[src/inc/ccpu_pkg.sv]
// Operation
// - Capture copies selected 16-bit timer
// - Four capture event kinds by mode
// - Capture codes 0100 to 0111
// - Every capture sets sticky irq flag
// - New capture overwrites old value
// - Edges seen on pin level always
// - Prescaler cleared outside capture modes
// - Prescaler switch keeps counter, may flag
// - Compare data against timer every cycle
// - Match drives high, low, toggles, none
// - Compare codes and reserved codes
// - Control write zero clears output latch
// - Software interrupt mode leaves pin
// - Special event clears selected timer
// - Second unit event starts conversion
// - Event timer reset sets no timer flag
// - Period end clears timer, sets pin if duty nonzero, loads
// - Postscaler unused for PWM
// - Duty is low byte and control bits
// - High byte read-only active duty in PWM
// - Pin clears when duty meets count
// - Duty above period never clears pin
// - 11xx PWM, 0000 disables and resets
package ccpu_pkg;
   ////////////////////////////////////////////////////////////////////////////////
   // Register byte addresses
   localparam logic [11:0] ADDR_CONTROL = 12'h000;
   localparam logic [11:0] ADDR_DATA_LOW = 12'h004;
   localparam logic [11:0] ADDR_DATA_HIGH = 12'h008;
   localparam logic [11:0] ADDR_STATUS = 12'h00C;
   localparam logic [11:0] ADDR_SETUP = 12'h010;
   // Control fields
   localparam int MODE_LSB = 0;
   localparam int MODE_MSB = 3;
   localparam int DUTY_LSB = 4;
   localparam int DUTY_MSB = 5;
   localparam logic [7:0] CONTROL_MASK = 8'h3F;
   localparam logic [7:0] CONTROL_RESET = 8'h00;
   // Status and setup bit positions
   localparam int STATUS_FLAG = 0;
   localparam int STATUS_PIN = 1;
   localparam int SETUP_TIMER_SEL = 0;
   localparam int SETUP_ADC_EN = 1;
   // Mode codes
   localparam logic [3:0] MODE_OFF = 4'h0;
   localparam logic [3:0] MODE_CMP_TOGGLE = 4'h2;
   localparam logic [3:0] MODE_CAP_FALL = 4'h4;
   localparam logic [3:0] MODE_CAP_RISE = 4'h5;
   localparam logic [3:0] MODE_CAP_RISE4 = 4'h6;
   localparam logic [3:0] MODE_CAP_RISE16 = 4'h7;
   localparam logic [3:0] MODE_CMP_SET = 4'h8;
   localparam logic [3:0] MODE_CMP_CLR = 4'h9;
   localparam logic [3:0] MODE_CMP_IRQ = 4'hA;
   localparam logic [3:0] MODE_CMP_EVENT = 4'hB;
   localparam logic [1:0] MODE_PWM_TOP = 2'h3;
   localparam logic [1:0] MODE_CAP_TOP = 2'h1;   // Upper mode bits of the capture codes
   localparam logic [1:0] MODE_CMP_TOP = 2'h2;   // Upper mode bits of compare codes 8 to B, not toggle
   // Prescaler terminal counts
   localparam logic [3:0] PRESC_4_LAST = 4'h3;
   localparam logic [3:0] PRESC_16_LAST = 4'hF;
   // APB slave error answer for unmapped addresses
   localparam logic APB_ERR = 1'b1;
   // Whole state of the unit
   typedef struct packed {
      logic [7:0] control;       // Mode and duty low bits
      logic [7:0] data_low;      // Data low byte / next duty
      logic [7:0] data_high;     // Data high byte / active duty
      logic [1:0] duty_latch;    // Hidden active duty low bits
      logic flag;                // Unit irq flag
      logic timer_sel;           // 0 first timer, 1 third timer
      logic adc_en;              // Converter enabled
      logic [3:0] presc;         // Capture edge prescaler
      logic pin_s1;              // Synchroniser stage one
      logic pin_s2;              // Synchroniser stage two
      logic pin_s3;              // Previous synchronised level
      logic out_latch;           // Compare/PWM output latch
      logic match_q;             // Previous compare match
      logic tmr_clear;           // Timer clear strobe
      logic adc_start;           // Conversion start strobe
      logic pwm_period_clear;    // Period timer clear strobe
      logic pready;
      logic pslverr;
      logic [31:0] prdata;
   } ccpu_state_t;
endpackage : ccpu_pkg
[src/hw/ccpu_unit.sv]
// The register addresses and the APB register port were decided locally.
`timescale 1ns/1ps
module ccpu_unit (
   input wire logic clk_sys,
   input wire logic reset,
   input wire logic clk_en,
   // APB slave
   input wire logic psel,
   input wire logic penable,
   input wire logic pwrite,
   input wire logic [11:0] paddr,
   input wire logic [31:0] pwdata,
   output logic pready,
   output logic [31:0] prdata,
   output logic pslverr,
   // Pin level, timers and PWM timebase
   input wire logic unit_pin_in,
   input wire logic [15:0] first_timebase_timer,
   input wire logic [15:0] third_timebase_timer,
   input wire logic [7:0] pwm_period_timer,
   input wire logic [7:0] pwm_period_register,
   input wire logic [1:0] pwm_sub_count,
   input wire logic pwm_timer_tick,
   // Outputs
   output logic unit_pin_out,
   output logic unit_irq_flag,
   output logic timer_clear,
   output logic adc_start,
   output logic pwm_period_timer_clear
);
   ////////////////////////////////////////////////////////////////////////////////
   ccpu_pkg::ccpu_state_t s_q;  // Registered state
   ccpu_pkg::ccpu_state_t s_d;  // Next state
   logic [3:0] mode;            // Current mode field
   logic cap_mode;              // Capture mode active
   logic cmp_mode;              // Compare mode active
   logic pwm_mode;              // PWM mode active
   logic rise;                  // Synchronised rising edge
   logic fall;                  // Synchronised falling edge
   logic capture;               // Qualifying capture event
   logic [15:0] tsel;           // Selected timebase value
   logic match;                 // Compare equality
   logic wr;                    // APB write access phase
   logic rd;                    // APB read access phase
   logic [9:0] pwm_cnt;         // Extended period count
   logic period_end;            // Period timer at period and ticking

   assign mode = s_q.control[ccpu_pkg::MODE_MSB:ccpu_pkg::MODE_LSB];
   assign pwm_mode = (mode[3:2] == ccpu_pkg::MODE_PWM_TOP);
   assign cap_mode = (mode[3:2] == ccpu_pkg::MODE_CAP_TOP);
   assign cmp_mode = (mode == ccpu_pkg::MODE_CMP_TOGGLE) || (mode[3:2] == ccpu_pkg::MODE_CMP_TOP);
   assign rise = s_q.pin_s2 && !s_q.pin_s3;
   assign fall = !s_q.pin_s2 && s_q.pin_s3;
   assign tsel = s_q.timer_sel ? third_timebase_timer : first_timebase_timer;
   assign match = cmp_mode && (tsel == {s_q.data_high, s_q.data_low});
   assign wr = psel && penable && pwrite && !s_q.pready;
   assign rd = psel && penable && !pwrite && !s_q.pready;
   assign pwm_cnt = {pwm_period_timer, pwm_sub_count};
   // Postscaler not involved: only the raw tick and count are used
   assign period_end = pwm_timer_tick && (pwm_period_timer == pwm_period_register);

   ////////////////////////////////////////////////////////////////////////////////
   // Capture event qualification per mode
   always_comb begin
      capture = 1'b0;
      unique case (mode)
         ccpu_pkg::MODE_CAP_FALL: capture = fall;
         ccpu_pkg::MODE_CAP_RISE: capture = rise;
         ccpu_pkg::MODE_CAP_RISE4: capture = rise && (s_q.presc[1:0] == ccpu_pkg::PRESC_4_LAST[1:0]);
         ccpu_pkg::MODE_CAP_RISE16: capture = rise && (s_q.presc == ccpu_pkg::PRESC_16_LAST);
         default: capture = 1'b0;
      endcase
   end

   ////////////////////////////////////////////////////////////////////////////////
   // Next state
   always_comb begin
      s_d = s_q;
      s_d.pready = 1'b0;
      s_d.pslverr = 1'b0;
      s_d.tmr_clear = 1'b0;
      s_d.adc_start = 1'b0;
      s_d.pwm_period_clear = 1'b0;
      // Synchroniser chain
      s_d.pin_s1 = unit_pin_in;
      s_d.pin_s2 = s_q.pin_s1;
      s_d.pin_s3 = s_q.pin_s2;
      s_d.match_q = match;
      // Prescaler counts rising edges; held clear outside capture
      if (!cap_mode) begin
         s_d.presc = '0;
      end else if (rise) begin
         s_d.presc = s_q.presc + 4'h1;
      end
      // Capture overwrites data regardless of whether it was read
      if (cap_mode && capture) begin
         {s_d.data_high, s_d.data_low} = tsel;
      end
      // Compare match acts on rising of equality only
      if (match && !s_q.match_q) begin
         unique case (mode)
            ccpu_pkg::MODE_CMP_TOGGLE: s_d.out_latch = !s_q.out_latch;
            ccpu_pkg::MODE_CMP_SET: s_d.out_latch = 1'b1;
            ccpu_pkg::MODE_CMP_CLR: s_d.out_latch = 1'b0;
            ccpu_pkg::MODE_CMP_IRQ: s_d.out_latch = s_q.out_latch;
            ccpu_pkg::MODE_CMP_EVENT: begin
               // Timer reset pulse, and conversion start if adc_en; no timer flag is raised here
               s_d.tmr_clear = 1'b1;
               s_d.adc_start = s_q.adc_en;
            end
            default: s_d.out_latch = s_q.out_latch;
         endcase
      end
      // PWM: period end reloads duty and sets pin unless duty is zero, duty match clears pin
      if (pwm_mode) begin
         if (period_end) begin
            s_d.pwm_period_clear = 1'b1;
            s_d.data_high = s_q.data_low;
            s_d.duty_latch = s_q.control[ccpu_pkg::DUTY_MSB:ccpu_pkg::DUTY_LSB];
            s_d.out_latch = ({s_q.data_low, s_q.control[ccpu_pkg::DUTY_MSB:ccpu_pkg::DUTY_LSB]} != 10'h000);
         end else if ({s_q.data_high, s_q.duty_latch} == pwm_cnt) begin
            // Duty beyond the period never reaches equality
            s_d.out_latch = 1'b0;
         end
      end
      // APB write
      if (wr) begin
         s_d.pready = 1'b1;
         unique case (paddr)
            ccpu_pkg::ADDR_CONTROL: begin
               s_d.control = pwdata[7:0] & ccpu_pkg::CONTROL_MASK;
               if ((pwdata[3:0] == ccpu_pkg::MODE_OFF)) begin
                  s_d.out_latch = 1'b0;
                  s_d.presc = '0;
                  s_d.duty_latch = '0;
               end else if (pwdata[3:0] == ccpu_pkg::MODE_CMP_SET) begin
                  s_d.out_latch = 1'b0;
               end else if (pwdata[3:0] == ccpu_pkg::MODE_CMP_CLR) begin
                  s_d.out_latch = 1'b1;
               end
            end
            ccpu_pkg::ADDR_DATA_LOW: begin
               if (!(cap_mode && capture)) begin
                  s_d.data_low = pwdata[7:0];
               end
            end
            ccpu_pkg::ADDR_DATA_HIGH: begin
               if (!pwm_mode && !(cap_mode && capture)) begin
                  s_d.data_high = pwdata[7:0];
               end
            end
            ccpu_pkg::ADDR_STATUS: begin
               s_d.flag = pwdata[ccpu_pkg::STATUS_FLAG];
            end
            ccpu_pkg::ADDR_SETUP: begin
               s_d.timer_sel = pwdata[ccpu_pkg::SETUP_TIMER_SEL];
               s_d.adc_en = pwdata[ccpu_pkg::SETUP_ADC_EN];
            end
            default: s_d.pslverr = ccpu_pkg::APB_ERR;
         endcase
      end
      // APB read
      if (rd) begin
         s_d.pready = 1'b1;
         s_d.prdata = '0;
         unique case (paddr)
            ccpu_pkg::ADDR_CONTROL: s_d.prdata[7:0] = s_q.control;
            ccpu_pkg::ADDR_DATA_LOW: s_d.prdata[7:0] = s_q.data_low;
            ccpu_pkg::ADDR_DATA_HIGH: s_d.prdata[7:0] = s_q.data_high;
            ccpu_pkg::ADDR_STATUS: begin
               s_d.prdata[ccpu_pkg::STATUS_FLAG] = s_q.flag;
               s_d.prdata[ccpu_pkg::STATUS_PIN] = s_q.out_latch;
            end
            ccpu_pkg::ADDR_SETUP: begin
               s_d.prdata[ccpu_pkg::SETUP_TIMER_SEL] = s_q.timer_sel;
               s_d.prdata[ccpu_pkg::SETUP_ADC_EN] = s_q.adc_en;
            end
            default: s_d.pslverr = ccpu_pkg::APB_ERR;
         endcase
      end
      // Hardware set wins over a software clear in the same cycle
      if ((cap_mode && capture) || (match && !s_q.match_q)) begin
         s_d.flag = 1'b1;
      end
   end

   ////////////////////////////////////////////////////////////////////////////////
   // State register with synchronous reset and clock enable
   always_ff @(posedge clk_sys) begin
      if (reset) begin
         s_q <= '0;
         s_q.control <= ccpu_pkg::CONTROL_RESET;
      end else if (clk_en) begin
         s_q <= s_d;
      end
   end

   ////////////////////////////////////////////////////////////////////////////////
   // Outputs straight from the state register
   assign pready = s_q.pready;
   assign prdata = s_q.prdata;
   assign pslverr = s_q.pslverr;
   assign unit_pin_out = s_q.out_latch;
   assign unit_irq_flag = s_q.flag;
   assign timer_clear = s_q.tmr_clear;
   assign adc_start = s_q.adc_start;
   assign pwm_period_timer_clear = s_q.pwm_period_clear;
endmodule : ccpu_unit

[config.mk]
export PLATFORM = sky130hd
export DESIGN_NAME = ccpu_unit
export DESIGN_NICKNAME = d
export VERILOG_FILES = /design/src/inc/ccpu_pkg.sv /design/src/hw/ccpu_unit.sv
export SDC_FILE = /design/constraint.sdc
export NUM_CORES = 1
export LEC_CHECK = 0
export BUFFER_PORTS_ARGS = -buffer_cell sky130_fd_sc_hd__buf_2
export CAP_MARGIN = 20
export CORE_UTILIZATION = 45
export DETAILED_ROUTE_END_ITERATION = 12
export PLACE_DENSITY = 0.81
export SYNTH_ARGS = -nofsm -noshare
export SYNTH_HDL_FRONTEND = slang
export SYNTH_SLANG_ARGS = --single-unit
[constraint.sdc]
create_clock -name clk_sys -period 1.7 [get_ports clk_sys]
set_input_delay 0.17 -clock clk_sys [delete_from_list [all_inputs] [get_ports clk_sys]]
set_output_delay 0.17 -clock clk_sys [all_outputs]
set_load 0.05 [all_outputs]
==> key figures <==
Placed design
  • Area after DPL: roughly 0.0044 mm²
  • Number of port buffers: 92
  • RePlAce Congestion: between 0.9 and 1
  • Dpl cells: about 660
  • Pre-CTS setup slack: -311 ps
  • Hpwl dp: approximately 8500 µm

Timing
  • Setup WS post-layout: -285 ps
  • Final hold slack: about 110 ps
  • Final setup viols: 21
  • Final period util: 117%
  • Final Skew: 8.24 ps
  • Post-layout min period: 1990 ps
  • Final slew viol count: 0
  • Sum Neg Setup Slack: -3750 ps
  • Worst slew pin tran: 676 ps
  • Slew headroom: about 54%
  • Fin. Hold Viols: 0
  • RSZ-0062 raised after global routing: yes
  • Highest clock rate: between 0.5 and 0.6 GHz

Final layout
  • Area occupied by multi-input gates: 0.00243 mm²
  • Layout area overhead: 34.6%
  • Util after Layout: between 60% and 70%
  • Layout cells sized above 1: between 30% and 40%
  • Antenna diodes: 0
  • # nets final: 671
  • Layout Cells excl Fill: roughly 670
  • Filler Cell Count: 658
  • Finished Cell Area: between 0.004 and 0.005 mm²
  • Sequential standard cell area: roughly 1000 µm²

Yosys
  • Synthesized area per cell: ~8.2 µm²
  • Synthesis-stage register bit count: between 40 and 50
  • Synthesized cell area: approximately 0.0036 mm²
  • Netlist cell types: between 50 and 60
  • Most numerous cell in the Yosys netlist: dfxtp_1
  • Asr flop ratio synth: 0%
  • Register area share after synthesis: 27.6%
  • Top FF cell, synth: dfxtp_1
  • Synth Instances: about 430
  • Yosys top cell by area: dfxtp_1
  • Area contributors post-synth: dfxtp_1 (28%), mux2i_1 (11%), buf_4 (7.0%)
  • Yosys top cell area share: 27.6%
  • Post-synth EDFFs: 0
  • Synth top cells by count: dfxtp_1 (49), nand2_1 (44), mux2i_1 (38), nor2_1 (37), buf_4 (33)
  • Yosys Warn Count: 0

Global routing
  • GR Overflow Total: 0
  • Total track usage: roughly a quarter
  • Initial antenna violation count: 0
  • Vias in the first global route: 3,519
  • Largest net degree at the start of global routing: 34
  • First-pass GRT wire length: between 15,000 and 20,000 µm

Power
  • LEAKAGE: 2.04 nW
  • Max VDD drop: around 0.00035 V
  • Cell Pwr Density: roughly 550 mW/mm²
  • Tot Pwr: approximately 2.6 mW

Worst setup path
  • Worst EP arrival: about 2200 ps
  • Cell at the slowest stage of the critical path: dfxtp_4
  • Largest stage delay, worst path: 400 ps
  • Crit-path max FO: 8
  • Crit path kind: flop to flop
  • CP Launch Type: flop
  • Crit path cell chain: buf_12 > mux2_4 > xor2_1 > nor4_2 > nand3_2 > nand4bb_1 > o211ai_1
  • CP required: approximately 1900 ps
  • Crit. End Element: flop

Outcome
  • Failing checks: negative setup slack
  • Status: complete, but fails checks

Die
  • Die ar.: around 0.0083 mm²
  • IO Count: between 100 and 150
  • Initial Utilization: between 40% and 50%
  • # rows: 32
  • Die H: between 90 and 100 µm
  • Die X: about 91 µm
  • Core area: slightly below 0.008 mm²

Routing
  • DRC errors left: 0
  • DR vias: between 3,000 and 4,000
  • DRT Pass-1 Iters: 5
  • Total Routed Length: 11,400 µm
  • Vias per cell: about 5.6
  • ANT nets after route: 0
  • WL/cell: approximately 17 µm
  • Initial DRC count: between 300 and 400

CTS
  • Cts bufs inserted: 5
  • Root Driver: clkbuf_8
  • CTS tree: done
  • Sink Count: roughly 50
  • Hold Buf Count CTS: 0
  • Htree depth: 2
  • Clk slew on worst S/H paths: 90 ps
  • Clk Latency, worst-skew pair: between 300 and 400 ps
  • Deepest clock path buffer count: 2

Run
  • Max Cap Viol: 0

Min path
  • Worst hold-check path type: input port to flop
==> path summary, 6_finish.rpt <==
check	startpoint	to	slack, ps	depth (start not counted)
min reg2reg	prdata[3]$_SDFFE_PP0P_	prdata[3]$_SDFFE_PP0P_	470	2
max	s_q[47]$_SDFFE_PP0P_	unit_pin_out$_SDFFE_PP0P_	-290	7
min	unit_pin_in	s_d[40]$_SDFFE_PP0P_	110	3
max reg2reg	s_q[47]$_SDFFE_PP0P_	unit_pin_out$_SDFFE_PP0P_	-290	7
==> final cells by class <==
class | instances | share of cell area (%)
tap | 102 | 2.67
inverter | 6 | 0.471
clock inverter | 3 | 1.36
clock buffer | 5 | 1.44
timing repair buffer | 161 | 22.5
multi-input combinational | 345 | 50.8
sequential | 49 | 20.7
==> logic make-up (layout without fill, tap and decap cells) <==
logic type                 Yosys count  after routing  synth area share [%]
buffers and inverters               61            175                  11.1
muxes                               46             46                  13.4
other                                1             24                 0.106
xor gates and xnor gates            37             37                  9.13
AOI/OAI and AO/OA                   84             84                  16.5
adders and majority gates            1              1                 0.352
DFF                                 49             49                  27.6
and+or+nand+nor                    153            153                  21.8
==> sequential cells by signal (all words and copies together), names as in the netlist <==
register / flops
adc_start: 1
mode: 4
prdata: 8
pready: 1
pslverr: 1
pwm_period_timer_clear: 1
s_d: 2
s_q: 28
timer_clear: 1
unit_irq_flag: 1
unit_pin_out: 1
==> routing by layer <==
metal	global-route usage, %	wire, µm	vias up
li1	-	-	1767
met2	43.4	5360	222
met1	34.1	4760	1761
met5	0	0	-
met4	9.79	332	0
met3	5.22	935	31
==> power by group <==
part	leakage [nW]	total (mW)	switching, mW	internal [mW]
registers	0.398	1.15	0.00425	1.15
clock network	0.0681	0.992	0.408	0.585
logic	1.57	0.470	0.306	0.164
==> repair_timing <==
action                     CTS  global route
cloned                       0             2
setup endpoints to repair   25            25
buffers inserted             0             6
gates resized for setup     19            34
pin swaps                   11            21
==> layout by cell type, fill, tap and decap left out, types with 14 or more instances in the layout <==
master / n
a21oi_1: 19
buf_2: 92
buf_4: 59
conb_1: 24
dfxtp_1: 45
mux2i_1: 33
nand2_1: 37
nor2_1: 33
o21ai_0: 14
xnor2_1: 18
xor2_1: 19
==> worst max-delay path: cells and delay by family, from the launching register on <==
family                    cells  cell delay [ps]
muxes                         1              310
and+or+nand+nor               3              760
buffers and inverters         1              140
DFF                           1              400
xor gates and xnor gates      1              150
AOI/OAI and AO/OA             1              140
No activity file was read; power rests on OpenSTA's default activity.
